File: config.mk
export PLATFORM = sky130hd
export DESIGN_NAME = igps_sequencer
export DESIGN_NICKNAME = d
export VERILOG_FILES = /design/src/include/igps_pkg.sv /design/src/include/igps_tmr_if.sv /design/src/core/igps_sequencer.sv /design/src/core/igps_pulse_timer.sv
export SDC_FILE = /design/constraint.sdc
export NUM_CORES = 1
export LEC_CHECK = 0
export ABC_AREA = 1
export BUFFER_PORTS_ARGS = -buffer_cell sky130_fd_sc_hd__buf_2
export CAP_MARGIN = 25
export CORE_UTILIZATION = 43
export CTS_BUF_LIST = sky130_fd_sc_hd__clkbuf_8
export DETAILED_ROUTE_END_ITERATION = 7
export HOLD_SLACK_MARGIN = 0.06
export PLACE_DENSITY = 0.62
export SLEW_MARGIN = 20
export SYNTH_ARGS = -nofsm -noshare
export SYNTH_HDL_FRONTEND = slang
export SYNTH_SLANG_ARGS = --single-unit
export TNS_END_PERCENT = 20
File: constraint.sdc
create_clock -name clock -period 3.1 [get_ports clock]
set_input_delay 0.93 -clock clock [delete_from_list [all_inputs] [get_ports clock]]
set_output_delay 0.93 -clock clock [all_outputs]
set_load 0.005 [all_outputs]
File: src/include/igps_pkg.sv
// Constants, timing figures and types shared by the gate pulse sequencer.
package igps_pkg;

   localparam int CLOCK_PERIOD_PS = 25000;
   localparam int CNT_W           = 12;

   // Times in microseconds, as the sequencer is specified.
   localparam int OSC_PERIOD_US   = 100;
   localparam int SHORT_PULSE_US  = 5;
   localparam int DELAY_US        = 40;
   localparam int WINDOW_US       = 50;
   localparam int DEAD_TIME_US    = 10;

   localparam int PS_PER_US       = 1000000;

   // Least time to whole clock cycles, rounded up, never below one.
   function automatic logic [CNT_W-1:0] us_to_cycles(input int us);
      int cycles;
      cycles = (us * PS_PER_US + CLOCK_PERIOD_PS - 1) / CLOCK_PERIOD_PS;
      if (cycles < 1) begin
         cycles = 1;
      end
      return CNT_W'(cycles);
   endfunction

   localparam logic [CNT_W-1:0] OSC_PERIOD_CYCLES  = us_to_cycles(OSC_PERIOD_US);
   localparam logic [CNT_W-1:0] SHORT_PULSE_CYCLES = us_to_cycles(SHORT_PULSE_US);
   localparam logic [CNT_W-1:0] DELAY_CYCLES       = us_to_cycles(DELAY_US);
   localparam logic [CNT_W-1:0] WINDOW_CYCLES      = us_to_cycles(WINDOW_US);
   localparam logic [CNT_W-1:0] DEAD_TIME_CYCLES   = us_to_cycles(DEAD_TIME_US);

   typedef enum logic [0:0] {
      HALF_NEG = 1'h0,
      HALF_POS = 1'h1
   } igps_half_t;

   localparam igps_half_t HALF_RESET     = HALF_NEG;
   localparam logic       STEER_RESET    = 1'h1;
   localparam logic       J_STEER_RESET  = 1'h1;
   localparam logic       K_STEER_RESET  = 1'h0;
   localparam logic       DRIVE_RESET    = 1'h0;

endpackage

File: src/include/igps_tmr_if.sv
// Start and status signals between the sequencer and one of its interval timers.
`timescale 1ns/100ps
interface igps_tmr_if;
   logic start;
   logic busy;
   logic done;

   modport timer (
      input  start,
      output busy,
      output done
   );

   modport user (
      output start,
      input  busy,
      input  done
   );
endinterface

File: src/core/igps_sequencer.sv
// Inverter gate pulse sequencer: half-cycle toggle, pulses, steering and interlock.
//
// Contract
// - A trailing edge with set steering high and clear steering low sets half.
// - Half set starts a 5 us pulse on both positive drives and negative commutate.
// - Each trailing edge starts a delay: low for 40 us, then high.
// - The delay output rising starts one 50 us commutation window.
// - In the set half the window drives positive-phase commutate for its width.
// - Window in set half resets steering; set side drops, clear rises after 10 us.
// - A trailing edge with steering favouring clear clears the half state.
// - Half clear starts a 5 us pulse on both negative drives and positive commutate.
// - In the clear half the window drives negative-phase commutate for its width.
// - Window in clear half sets steering; clear side drops, set rises after 10 us.
// - The two halves repeat forever, alternating on every oscillator pulse.
// - Interlock is high while the delay runs; the oscillator then sends nothing.
// - Steering delay keeps one power pair off before the other is fired.
`timescale 1ns/100ps
module igps_sequencer #(
   parameter int                CNT_W         = igps_pkg::CNT_W,
   parameter logic [CNT_W-1:0]  SHORT_CYCLES  = igps_pkg::SHORT_PULSE_CYCLES,
   parameter logic [CNT_W-1:0]  DELAY_CYCLES  = igps_pkg::DELAY_CYCLES,
   parameter logic [CNT_W-1:0]  WINDOW_CYCLES = igps_pkg::WINDOW_CYCLES,
   parameter logic [CNT_W-1:0]  DEAD_CYCLES   = igps_pkg::DEAD_TIME_CYCLES
) (
   input  wire logic            clock,
   input  wire logic            reset,
   input  wire logic            oscillator_pulse_in,
   output logic                 oscillator_inhibit,
   output logic                 pos_power_drive_first,
   output logic                 pos_power_drive_second,
   output logic                 neg_power_drive_first,
   output logic                 neg_power_drive_second,
   output logic                 pos_phase_commutate_drive,
   output logic                 neg_phase_commutate_drive
);

   igps_tmr_if short_tmr ();
   igps_tmr_if delay_tmr ();
   igps_tmr_if window_tmr ();
   igps_tmr_if j_tmr ();
   igps_tmr_if k_tmr ();

   igps_pulse_timer #(.CNT_W(CNT_W), .LENGTH(SHORT_CYCLES)) u_short (
      .clock (clock),
      .reset (reset),
      .tmr   (short_tmr.timer)
   );

   igps_pulse_timer #(.CNT_W(CNT_W), .LENGTH(DELAY_CYCLES)) u_delay (
      .clock (clock),
      .reset (reset),
      .tmr   (delay_tmr.timer)
   );

   igps_pulse_timer #(.CNT_W(CNT_W), .LENGTH(WINDOW_CYCLES)) u_window (
      .clock (clock),
      .reset (reset),
      .tmr   (window_tmr.timer)
   );

   igps_pulse_timer #(.CNT_W(CNT_W), .LENGTH(DEAD_CYCLES)) u_j_dead (
      .clock (clock),
      .reset (reset),
      .tmr   (j_tmr.timer)
   );

   igps_pulse_timer #(.CNT_W(CNT_W), .LENGTH(DEAD_CYCLES)) u_k_dead (
      .clock (clock),
      .reset (reset),
      .tmr   (k_tmr.timer)
   );

   logic                osc_prev;
   igps_pkg::igps_half_t half;
   igps_pkg::igps_half_t next_half;
   logic                steer;
   logic                next_steer;
   logic                j_steer;
   logic                next_j_steer;
   logic                k_steer;
   logic                next_k_steer;

   wire trailing_edge = osc_prev & ~oscillator_pulse_in;
   wire half_pos      = (half == igps_pkg::HALF_POS);
   wire jk_set        = trailing_edge & j_steer & ~k_steer;
   wire jk_clear      = trailing_edge & ~j_steer & k_steer;
   wire jk_toggle     = trailing_edge & j_steer & k_steer;
   wire half_change   = (next_half != half);
   wire window_pulse  = window_tmr.busy;
   wire steer_to_clr  = window_pulse & half_pos;
   wire steer_to_set  = window_pulse & ~half_pos;

   assign next_half = jk_set    ? igps_pkg::HALF_POS :
                      jk_clear  ? igps_pkg::HALF_NEG :
                      jk_toggle ? (half_pos ? igps_pkg::HALF_NEG : igps_pkg::HALF_POS) :
                      half;

   assign short_tmr.start  = half_change;
   assign delay_tmr.start  = trailing_edge;
   assign window_tmr.start = delay_tmr.done;

   assign next_steer = steer_to_clr ? 1'h0 :
                       steer_to_set ? 1'h1 : steer;

   assign j_tmr.start  = next_steer & ~steer;
   assign k_tmr.start  = ~next_steer & steer;
   assign next_j_steer = ~steer ? 1'h0 : (j_tmr.done ? 1'h1 : j_steer);
   assign next_k_steer = steer ? 1'h0 : (k_tmr.done ? 1'h1 : k_steer);

   wire short_pos = short_tmr.busy & half_pos;
   wire short_neg = short_tmr.busy & ~half_pos;

   wire next_pos_comm = short_neg | (window_pulse & half_pos);
   wire next_neg_comm = short_pos | (window_pulse & ~half_pos);
   wire next_inhibit  = delay_tmr.busy;

   always_ff @(posedge clock) begin
      if (reset) begin
         osc_prev <= 1'h0;
         half     <= igps_pkg::HALF_RESET;
         steer    <= igps_pkg::STEER_RESET;
         j_steer  <= igps_pkg::J_STEER_RESET;
         k_steer  <= igps_pkg::K_STEER_RESET;
      end else begin
         osc_prev <= oscillator_pulse_in;
         half     <= next_half;
         steer    <= next_steer;
         j_steer  <= next_j_steer;
         k_steer  <= next_k_steer;
      end
   end

   // Drives are registered so the gate drivers never see decode glitches.
   always_ff @(posedge clock) begin
      if (reset) begin
         oscillator_inhibit        <= igps_pkg::DRIVE_RESET;
         pos_power_drive_first     <= igps_pkg::DRIVE_RESET;
         pos_power_drive_second    <= igps_pkg::DRIVE_RESET;
         neg_power_drive_first     <= igps_pkg::DRIVE_RESET;
         neg_power_drive_second    <= igps_pkg::DRIVE_RESET;
         pos_phase_commutate_drive <= igps_pkg::DRIVE_RESET;
         neg_phase_commutate_drive <= igps_pkg::DRIVE_RESET;
      end else begin
         oscillator_inhibit        <= next_inhibit;
         pos_power_drive_first     <= short_pos;
         pos_power_drive_second    <= short_pos;
         neg_power_drive_first     <= short_neg;
         neg_power_drive_second    <= short_neg;
         pos_phase_commutate_drive <= next_pos_comm;
         neg_phase_commutate_drive <= next_neg_comm;
      end
   end
endmodule

File: src/core/igps_pulse_timer.sv
// Retriggerable one-shot interval timer used for every pulse and delay.
`timescale 1ns/100ps
module igps_pulse_timer #(
   parameter int                 CNT_W  = igps_pkg::CNT_W,
   parameter logic [CNT_W-1:0]   LENGTH = igps_pkg::SHORT_PULSE_CYCLES
) (
   input  wire logic             clock,
   input  wire logic             reset,
   igps_tmr_if.timer             tmr
);

   localparam logic [CNT_W-1:0] CNT_ZERO = {CNT_W{1'b0}};
   localparam logic [CNT_W-1:0] CNT_ONE  = CNT_W'(1);

   logic [CNT_W-1:0] count;
   logic [CNT_W-1:0] next_count;

   // Busy lasts exactly LENGTH cycles, starting the cycle after start.
   assign next_count = tmr.start ? LENGTH :
                       (count != CNT_ZERO) ? count - CNT_ONE : CNT_ZERO;
   assign tmr.busy   = (count != CNT_ZERO);
   assign tmr.done   = (count == CNT_ONE);

   always_ff @(posedge clock) begin
      if (reset) begin
         count <= CNT_ZERO;
      end else begin
         count <= next_count;
      end
   end

endmodule

== Word-level counts from Yosys, hierarchy flattened ==
Cells that the tools add are included.
Word-level totals
  logic and storage cells: 84
  register bits: 70
  input port bits: 3
Operators by class
  reduce and logical (&&, ||, !) cells: 11
  bitwise logic cells: 25
  mux-type cells: 18
  $add $sub $neg: 5
  equality and inequality tests: 5
Operator list (number)
  $reduce_bool 12->1: 5
  $sub 12x1->12 const B: 5
  $mux 11: 4
  $eq 12x1->1 const B: 3
  $mux 9: 4
  $mux 8: 2
  $reduce_or 3->1: 5
  $and 1x1->1: 12
  $not 1->1: 11
  $mux 1: 8
  $ne 2x2->1 const B: 1
  $or 1x1->1: 2
  $reduce_or 2->1: 1
  $ne 1x1->1: 1

== Longest topological paths before layout ==
Gate-level depths: netlist (run 1).
  depth in word-level cells: 9
  gate-level depth with buffers: 10

== Modules after synthesis ==
Synthesis (run 1) repeated with hierarchy kept, for this count alone.
Second synthesis, totals
  cell total of the unflattened synthesis: 529
  area total of the unflattened synthesis: 3940.0 um^2
Modules (own cells, without submodules)
  igps_pulse_timer at u_j_dead ...: seq. area each 240.2 um^2, area each 699.4 um^2, cells an instance 97, instances 2
  igps_pulse_timer at u_short: seq. area each 240.2 um^2, area each 739.5 um^2, cells an instance 99, instances 1
  igps_pulse_timer at u_delay: seq. area each 240.2 um^2, area each 711.9 um^2, cells an instance 88, instances 1
  igps_pulse_timer at u_window: seq. area each 240.2 um^2, area each 691.9 um^2, cells an instance 97, instances 1
  igps_sequencer: seq. area each 200.2 um^2, area each 397.9 um^2, cells an instance 51, instances 1

== Worst setup path after synthesis (run 1) ==
No wires, ideal clock.
  path type: input to register
  start: input port oscillator_pulse_in
  end: register u_short.count[10]
  required time: 2980 ps
  buffers on the path: 0
  stages: 6
  arrival time: 1501 ps
  library setup time: 120 ps
  slack: 1479 ps
  cells stage by stage: inv_1 > nand2_1 > nor2_1 > nand2_1 > nand4_2 > nor2_1
Between the ends
  cells in the longest elaborated chain, start to end: 9
  elaborated cells between the ends (all ways): 12
  classes of those cells: eq/ne: 1; mux: 3; bitwise: 7; reduce/logical: 1
RTL lines
  from (decl): RTL line igps_sequencer.sv:27  | input wire logic oscillator_pulse_in,
  $not 1->1 *: RTL line igps_sequencer.sv:83  | wire trailing_edge = osc_prev & ~oscillator_pulse_in;
  $and 1x1->1 *: RTL line igps_sequencer.sv:83
  $and 1x1->1: RTL line igps_sequencer.sv:85, igps_sequencer.sv:87
  $and 1x1->1: RTL line igps_sequencer.sv:87  | wire jk_toggle = trailing_edge & j_steer & k_steer;
  $mux 1: RTL line igps_sequencer.sv:95  | jk_toggle ? (half_pos ? igps_pkg::HALF_NEG : igps_pkg::HALF_POS) :
  $mux 1: RTL line igps_sequencer.sv:94  | jk_clear ? igps_pkg::HALF_NEG :
  $mux 1 *: RTL line igps_sequencer.sv:93  | assign next_half = jk_set ? igps_pkg::HALF_POS :
  $ne 1x1->1 *: RTL line igps_sequencer.sv:88  | wire half_change = (next_half != half);
  $reduce_or 3->1 (no line) *
  to (signal assigned): RTL line igps_pulse_timer.sv:28  | count <= next_count;
  to (decl): RTL line igps_pulse_timer.sv:15  | logic [CNT_W-1:0] count;
Mark *: on every way between the ends. The rest lies on a longest branch, timed or not.
A chain may end at the register's enable or synchronous reset.

== Worst setup path in the final report (run 1) ==
  start: register neg_power_drive_second
  end: output port neg_power_drive_second
RTL lines
  from (decl): RTL line igps_sequencer.sv:32  | output logic neg_power_drive_second,
  from (signal assigned): RTL line igps_sequencer.sv:140  | neg_power_drive_second <= igps_pkg::DRIVE_RESET;
  from (signal assigned): RTL line igps_sequencer.sv:148  | neg_power_drive_second <= short_neg;
No word-level cell between the ends.

==> impl_metrics.tcl, run 1 <==
set metrics [dict create \
    worst_setup_path_start_kind "flop" \
    vias 2758 \
    cts.clk_slew.worst_paths_ps 70 \
    clk-insertion-delay-late_ps 340 \
    place_ws_ps 1072 \
    cp_top_family "flip-flops" \
    synth_area_per_cell_um2 7.125 \
    ant_nets 0 \
    path_class "reg -> out" \
    setup_tns_ps 0 \
    synthDistinctLibCells 30 \
    fmax_mhz 588.9 \
    yosys.area.top_type "dfxtp_1" \
    portBuffers 9 \
    status "finished, final reports clean" \
    hpwl_um 4452 \
    layout-drive-gt1-share_pct 9.684 \
    placed_cells 592 \
    synthCells 485 \
    cp-end-kind "output pin" \
    dieHeight_um 91.65 \
    drc 0 \
    grt_pass1_wl_um 10900 \
    finalCritPeriodShare_pct 54.78 \
    cp.required_ps 2170 \
    setup_viol 0 \
    crit_buf_inv 1 \
    grt_pass1_vias 2606 \
    period_needed_ps 1698 \
    cp_cell_sequence "buf_2" \
    pwr_density_cell_mw_per_mm2 1154 \
    start_util_pct 44.49 \
    slew_viol_final 0 \
    finalHoldViolCount 0 \
    worst_slew_pin_slew_ps 384.1 \
    layout.nets 516 \
    post-cts-setup-buffer-count 0 \
    wire_per_inst_um 9.837 \
    synth_seq_cells 70 \
    grt_overflow 0 \
    fin_area_mm2 0.003804 \
    total_leakage_power_nw 1.871 \
    final_cells 608 \
    cts_tree "yes" \
    drt-initial-drc-count 84 \
    cts_resized 0 \
    finalClockSkew_ps 4.559 \
    synthTopCellsByArea "dfxtp_1 41%, nand2_1 12%, nor2_1 11%" \
    max_stage_delay_ps 320 \
    place.gp.congestion 0.8095 \
    routed_via_density 4.536 \
    drt_wl_total_um 5981 \
    maxSlewHeadroom_pct 74.34 \
    antenna_found_initial 0 \
    root_buffer "clkbuf_8" \
    rows 32 \
    cts_sinks 70 \
    cts_buffers 9 \
    cap_violations 0 \
    postCtsHoldBufs 0 \
    hp-class "reg -> reg" \
    syn_nets 500 \
    io_pins 10 \
    htree_levels 3 \
    place_area_mm2 0.003603 \
    crit_path_top_delay_cell "dfxtp_1" \
    grt_use_total_pct 16.28 \
    rsz0062_at_grt "no" \
    max-vdd-ir-drop_uv 430.1 \
    area.growth.synth_to_final_pct 10.07 \
    antennaDiodeCount 0 \
    arrival_ps 770 \
    die_w_um 91.65 \
    ys_warn_count 0 \
    coreArea_mm2 0.007767 \
    synth_top_area_share_pct 40.55 \
    grt_max_degree 13 \
    yosysSeqAreaShare_pct 40.55 \
    firstDrtPassIters 4 \
    synth.cell_area_mm2 0.003456 \
    critPathMaxFanout 2 \
    clockBufferDepth 2 \
    dieArea_mm2 0.008400 \
    setup_ws_ps 1402 \
]
cells in the mapped netlist (all sizes together):
cell type and n:
clkbuf 1, a21oi 9, xor2 17, nand4 5
nand3 41, nor3 3, dfxtp 70, nand2 118
ha 12, a21boi 1, clkinv 1, inv 63
o21ai 9, nor2 117, nor3b 1, buf 3
o211ai 1, xnor2 11, o21a 1, a21o 1
logic make-up (layout without fill, tap and decap cells):
| family | after synthesis | in the layout | share of synthesized area (%) |
|---|---|---|---|
| simple gates | 285 | 285 | 36.10 |
| flops | 70 | 70 | 40.55 |
| buf+inv | 68 | 89 | 7.675 |
| xor+xnor | 28 | 28 | 7.096 |
| compound gates | 22 | 22 | 4.236 |
| fa+ha+maj | 12 | 12 | 4.345 |
placed cells by master (no fill, tap or decap), types with 2 or more instances in the layout:
master	Yosys	layout
buf_2	1	9
nand2_4	3	3
o21ai_0	9	9
a21oi_1	6	6
nor2_1	105	105
clkinv_2	0	3
inv_1	63	64
nand3_1	39	39
dfxtp_1	70	70
ha_1	12	12
nor2_2	8	8
clkbuf_8	0	11
xor2_1	17	17
nand4_1	4	4
nand2_2	4	4
nor2_4	4	4
nor3_1	3	3
xnor2_1	11	11
a21oi_4	2	2
nand2_1	111	111
worst register-to-register path: stages, from the launching register on:
cell and delay [ps]:
dfxtp_1 380, inv_1 70, ha_1 230, nand2_2 150
nor2_4 70, a21oi_4 170, nand2_2 160, nor2_1 130
per-layer routing:
layer | vias to the layer above | GRT usage [%] | wire length [um]
li1 | 1520 | - | -
met1 | 1210 | 19.71 | 3085
met2 | 18 | 26.75 | 2628
met3 | 10 | 3.483 | 142
met4 | 0 | 9.127 | 124
met5 | - | 0 | 0
state kept, by name, indices dropped and copies added, names as in the netlist, 12 cells and up:
register	count
u_j_dead.count	12
u_k_dead.count	12
u_window.count	12
u_delay.count	12
u_short.count	12
metrics by stage:
step	utilization, %	hold WS (ps)	total power [W]
4_1_cts	48.97	411.4	0.004436
3_5_place_dp	46.39	401.3	0.003669
3_3_place_gp	46.39	402.8	0.003643
6_report	48.97	412.6	0.004388
2_1_floorplan	-	392.5	0.003283
5_1_grt	48.97	443.0	0.004885
final timing paths:
check                    startpoint                endpoint  slack [ps]  cells after the start
max          neg_power_drive_second  neg_power_drive_second        1400                      1
min               u_window.count[0]       u_window.count[0]         410                      1
max reg2reg        u_delay.count[0]       u_delay.count[11]        1670                      7
min reg2reg       u_window.count[0]       u_window.count[0]         410                      1
layout make-up:
class,instances,area (um2)
inverter,64,240.2
timing repair buffer,9,45.04
clock buffer,11,151.4
clock inverter,5,48.80
tap,102,127.6
sequential,70,1401
multi-input combinational,347,1789
fill,809,3964
report_power, final:
part           switching [W]  internal [W]  leakage (nW)  total [W]
logic                0.00133      0.000822          1.18    0.00216
clock network       0.000334      0.000408         0.110   0.000743
registers           0.000253       0.00124         0.578    0.00149
No activity file was read; power rests on OpenSTA's default activity.
==> inputs of run 2 (changes only) <==
Settings changed: ABC_AREA 1 to 0, PLACE_DENSITY 0.62 to 0.64.
Clock period 3.1 ns to 1.4 ns, I/O delays scaled along.
==> run 2 against run 1 <==
The run now ends with setup timing left; clock power increased by 120%; clock-buffer cell count down 2; synthesized area is 8.4% lower; die area is 8.2% lower; routed wire length rose by 9.0%; worst hold slack got worse by 110 ps; critical endpoint is now u_window.count[9].
==> impl_metrics.tcl, run 2 <==
set metrics [dict create \
    vias 2585 \
    clockBufferDepth 2 \
    worst_slew_pin_slew_ps 318.5 \
    cp_cell_sequence "buf_4, nor4_4, nand2_1, or4_1, a31oi_1" \
    crit_path_top_delay_cell "or4_1" \
    synthTopCellsByCount "70 x dfxtp_1, 55 x nor2_1, 23 x xnor2_1" \
    power_frac_clock_pct 14.7 \
    p_int_w 0.006744 \
    finalClockSkew_ps 9.052 \
    final_common_cell "buf_4" \
    wirelength_met1_um 3111 \
    critPathMaxFanout 3 \
    maxSlewHeadroom_pct 78.16 \
    drt-initial-drc-count 71 \
    die_w_um 87.80 \
    arrival_ps 1760 \
    pwr-share-comb_pct 54.3 \
    synthCells 334 \
    r2r-end "u_window.count[9]" \
    fill_cells 574 \
    wire_per_inst_um 12.58 \
    wl_met3_um 161 \
    cp-end-kind "flop" \
    place.gp.congestion 0.7932 \
    p_switching_w 0.004207 \
    area.growth.synth_to_final_pct 36.17 \
    coreArea_mm2 0.006944 \
    portBuffers 9 \
    cts.clk_slew.worst_paths_ps 80 \
    synth.cell_area_mm2 0.003166 \
    grt_overflow 0 \
    max_stage_delay_ps 400 \
    io_pins 10 \
    layout.nets 432 \
    drc 0 \
    firstDrtPassIters 4 \
    slew_viol_final 0 \
    htree_levels 3 \
    switching_share_pct 38.42 \
    cts_sinks 70 \
    fmax_mhz 672.8 \
    finalCritPeriodShare_pct 106.2 \
    yosysSeqAreaShare_pct 44.27 \
    cp.required_ps 1670 \
    whs_ps 305.1 \
    grt_use_total_pct 17.47 \
    hp-class "in -> reg" \
    async_flop_share_pct 0 \
    cts_tree "yes" \
    setup_ws_ps -86.28 \
    synthDistinctLibCells 50 \
    postCtsHoldBufs 0 \
    synthTopCellsByArea "dfxtp_1 44%, nor2_1 6.5%, xnor2_1 6.4%" \
    sequentialPowerShare_pct 30.9 \
    clk-insertion-delay-late_ps 350 \
    synth-edff-count 0 \
    r2r_cells 5 \
    pwr_density_cell_mw_per_mm2 2540 \
    synth_area_per_cell_um2 9.478 \
    r2r-start "u_window.count[1]" \
    hpwl_um 4467 \
    finalHoldViolCount 0 \
    highest_layer "met4" \
    ys_warn_count 0 \
    final_cell_mix "68 x buf_4, 61 x dfxtp_1, 44 x nor2_1" \
    worst_setup_path_start_kind "flop" \
    routed_via_density 4.990 \
    status "finished, violations left" \
    drt_wl_total_um 6517 \
    synth_top_area_share_pct 44.27 \
    setup_viol 19 \
    grt_pass1_wl_um 10340 \
    grt_pass1_vias 2386 \
    path_class "reg -> reg" \
    yosysMostFrequentCell "dfxtp_1" \
    synth_seq_cells 70 \
    dieArea_mm2 0.007709 \
    cap_violations 0 \
    dieHeight_um 87.80 \
    wl_met2_um 3095 \
    period_needed_ps 1486 \
    max-vdd-ir-drop_uv 1046 \
    synthFlopType "dfxtp_1" \
    place_area_mm2 0.003829 \
    cts_buffers 9 \
    ant_nets 0 \
    min_to "osc_prev" \
    grt_max_degree 14 \
    failed_checks "setup timing" \
    worstHoldStart "oscillator_pulse_in" \
    root_buffer "clkbuf_8" \
    hold_depth 2 \
    rows 30 \
    layout-drive-gt1-share_pct 39.10 \
    total_leakage_power_nw 1.746 \
    antenna_found_initial 0 \
    fin_area_mm2 0.004310 \
    yosys.area.top_type "dfxtp_1" \
    syn_nets 349 \
    antennaDiodeCount 0 \
    r2r_slack_ps -90 \
    start_util_pct 45.59 \
    rsz0062_at_grt "yes" \
]
run 2: cell types whose count changed in the layout (fill, tap and decap cells not counted), moves of 6 or more:
cell     delta
inv_1      -53
o21ai_1     +7
nand2_1    -96
dfxtp_2     +9
nor4_4      +6
dfxtp_1     -9
nor2_1     -61
nand3_1    -30
buf_4      +68
xnor2_1    +12
run 2: worst max-delay path: cells and delay by family, from the launching register on:
| family | cells | cell delay [ps] |
|---|---|---|
| AOI/OAI and AO/OA | 1 | 160 |
| and+or+nand+nor | 3 | 780 |
| buffers and inverters | 1 | 140 |
| DFF | 1 | 330 |
run 2: metrics by stage:
stage / power, W / instances / worst slack [ps] / setup TNS [ps] / util (%)
finish: 0.01095 / 518 / -86.28 / -508.7 / 62.07
global route: 0.01182 / 518 / -153.2 / -2856 / 62.07
CTS: 0.01046 / 515 / -97.15 / -836.5 / 59.59
detailed placement: 0.008462 / 498 / -141.9 / -3610 / 55.14
global placement: 0.008352 / 498 / -108.8 / -2404 / 55.14
floorplan: 0.006632 / 334 / -61.46 / -831.6 / -
run 2: kinds of logic after synthesis:
logic type,Yosys count,synth area share [%]
AND/OR/NAND/NOR,140,25.30
flip-flops,70,44.27
AO/OA/AOI/OAI,46,10.40
XOR/XNOR,42,11.62
buffers and inverters,22,3.043
adder cells (fa/ha/maj),12,4.743
multiplexers,2,0.6324
run 2: what timing repair did:
action | in CTS | in global routing
gates resized for setup | 23 | 36
gates cloned | 1 | 0
buffers inserted | 1 | 3
setup endpoints to repair | 46 | 64
pin swaps | 3 | 9
run 2: how the worst max path moves through the flow:
stage                         endpoint               from  depth (start not counted)  slack [ps]
floorplan            u_j_dead.count[3]  u_window.count[0]                          7         -60
global placement     u_k_dead.count[2]  u_window.count[1]                          7        -110
detailed placement  u_k_dead.count[10]  u_window.count[1]                          7        -140
CTS                  u_window.count[9]  u_window.count[1]                          5        -100
global route         u_window.count[9]  u_window.count[1]                          5        -150
finish               u_window.count[9]  u_window.count[1]                          5         -90
run 2: cell type report:
class	count	area, um2	area share [%]
tap	96	120.1	2.787
sequential	70	1413	32.77
multi-input combinational	242	1937	44.93
timing repair buffer	80	589.3	13.67
inverter	14	52.55	1.219
clock inverter	7	75.07	1.742
clock buffer	9	123.9	2.874
run 2: layer usage:
metal	vias up	global-route usage [%]
met5	-	0
met4	0	10.58
met3	13	3.770
met2	27	27.34
met1	1220	22.02
li1	1325	-
run 2: power groups by stage:
stage / sequential (W) / combinational (W) / clock [W]
after CTS: 0.00329 / 0.00550 / 0.00167
after global routing: 0.00349 / 0.00656 / 0.00177
after global placement: 0.00326 / 0.00509 / 0
after floorplan: 0.00333 / 0.00331 / 0
final: 0.00339 / 0.00595 / 0.00161
after detailed placement: 0.00330 / 0.00517 / 0
==> inputs of run 3 (changes only) <==
Settings changed: PLACE_DENSITY 0.64 to 0.62.
==> run 3 against run 2 <==
The run still ends with setup timing left; global-route usage grew 2.6 points; cell area grew 2.5%; largest cell class unchanged; clock skew shrank 1.2 ps; final cell count grew 1.4%; critical path depth shrank 1.
==> impl_metrics.tcl, run 3 (synthesis gave the netlist of run 2 again) <==
set metrics [dict create \
    worst_slew_pin_slew_ps 380.6 \
    final_cell_mix "72 x buf_4, 62 x dfxtp_1, 45 x nor2_1" \
    cap_violations 0 \
    ant_nets 0 \
    drt-initial-drc-count 157 \
    grt_use_total_pct 20.09 \
    io_pins 10 \
    routed_via_density 5.029 \
    finalHoldViolCount 0 \
    vias 2640 \
    setup_viol 24 \
    grt_overflow 0 \
    finalClockSkew_ps 7.872 \
    cts_buffers 9 \
    cts.clk_slew.worst_paths_ps 70 \
    area.growth.synth_to_final_pct 39.57 \
    grt_max_degree 12 \
    sequentialPowerShare_pct 29.7 \
    drc 0 \
    fmax_mhz 678.2 \
    firstDrtPassIters 4 \
    root_buffer "clkbuf_8" \
    maxSlewHeadroom_pct 74.43 \
    coreArea_mm2 0.006944 \
    dieArea_mm2 0.007709 \
    slew_viol_final 0 \
    die_w_um 87.80 \
    start_util_pct 45.59 \
    wire_per_inst_um 13.05 \
    portBuffers 9 \
    cts_sinks 70 \
    power_frac_clock_pct 15.9 \
    hpwl_um 4681 \
    setup_tns_ps -690.6 \
    rsz0062_at_grt "yes" \
    layout.nets 440 \
    p_int_w 0.007169 \
    pwr-share-comb_pct 54.4 \
    htree_levels 3 \
    pwr_density_cell_mw_per_mm2 2573 \
    total_leakage_power_nw 1.808 \
    cp.required_ps 1640 \
    clockBufferDepth 2 \
    power_w 0.01137 \
    grt_pass1_vias 2755 \
    path_class "reg -> reg" \
    period_needed_ps 1474 \
    place.gp.congestion 0.7823 \
    p_switching_w 0.004199 \
    finalCritPeriodShare_pct 105.3 \
    final_common_cell "buf_4" \
    switching_share_pct 36.94 \
    antennaDiodeCount 0 \
    clk-insertion-delay-late_ps 340 \
    setup_ws_ps -74.45 \
    drt_wl_total_um 6853 \
    cts_tree "yes" \
    antenna_found_initial 0 \
    layout-drive-gt1-share_pct 41.03 \
    status "finished, violations left" \
    rows 30 \
    arrival_ps 1720 \
    worst_setup_path_start_kind "flop" \
    grt_pass1_wl_um 11920 \
    hp-class "in -> reg" \
    whs_ps 316.4 \
    dieHeight_um 87.80 \
    cp-end-kind "flop" \
    max-vdd-ir-drop_uv 1079 \
    critPathMaxFanout 3 \
    failed_checks "setup timing" \
]
[run 3: cell types whose count changed in the layout (fill, tap and decap cells not counted), moves of 2 or more]
cell	change
buf_4	+4
inv_1	-2
clkinvlp_4	-3
clkbuf_8	+2
nor2_4	-2
buf_6	+3
clkinv_4	-2
ha_1	-2
[run 3: worst max-delay path, cell delays in order (launching register included)]
cell	delay (ps)
dfxtp_1	330
or4_4	590
nor4_4	250
xnor2_1	160
nor2_2	40
[run 3: final timing paths]
| path | startpoint | to | slack [ps] | cells past startpoint |
|---|---|---|---|---|
| worst min register to register | u_k_dead.count[0] | u_k_dead.count[0] | 520 | 2 |
| worst max-delay path | u_short.count[7] | u_short.count[10] | -70 | 4 |
| worst min-delay path | oscillator_pulse_in | osc_prev | 320 | 2 |
| worst max register to register | u_short.count[7] | u_short.count[10] | -70 | 4 |
[run 3: cell type report]
class,instances,area (um2)
inverters,14,55.05
repair buffers,87,653.1
fillers,570,2526
well taps,96,120.1
flip-flops and latches,70,1411
clock buffers,11,151.4
multi-input cells,243,1957
clock inverters,4,70.07
[run 3: through the flow]
stage | setup WS, ps | utilization [%] | instances | instance area (um2)
floorplan | -61.46 | - | 334 | 3208
global placement | -111.3 | 56.22 | 508 | 3904
detailed placement | -151.0 | 56.22 | 508 | 3904
CTS | -87.65 | 61.64 | 524 | 4280
global route | -133.3 | 63.62 | 525 | 4418
finish | -74.45 | 63.62 | 525 | 4418
[run 3: layer usage]
metal  track usage [%]  share of wire, %  vias to the layer above
met3             5.844               2.5                        9
li1                  -                 -                     1348
met4             8.495               1.4                        0
met1             23.18                45                     1258
met5                 0                 0                        -
met2             34.67                51                       25
[run 3: power groups by stage]
stage / sequential (W) / combinational [W] / clock [W]
after global placement: 0.00326 / 0.00532 / 0
after CTS: 0.00331 / 0.00588 / 0.00186
after global routing: 0.00348 / 0.00686 / 0.00193
final: 0.00338 / 0.00619 / 0.00181
after floorplan: 0.00333 / 0.00331 / 0
after detailed placement: 0.00328 / 0.00544 / 0
[run 3: repair_timing]
item | CTS | global route
pin swaps | 15 | 6
hold buffers | 0 | 0
setup endpoints to repair | 60 | 64
gates cloned | 2 | 0
resized for setup | 35 | 31
setup buffers | 2 | 1
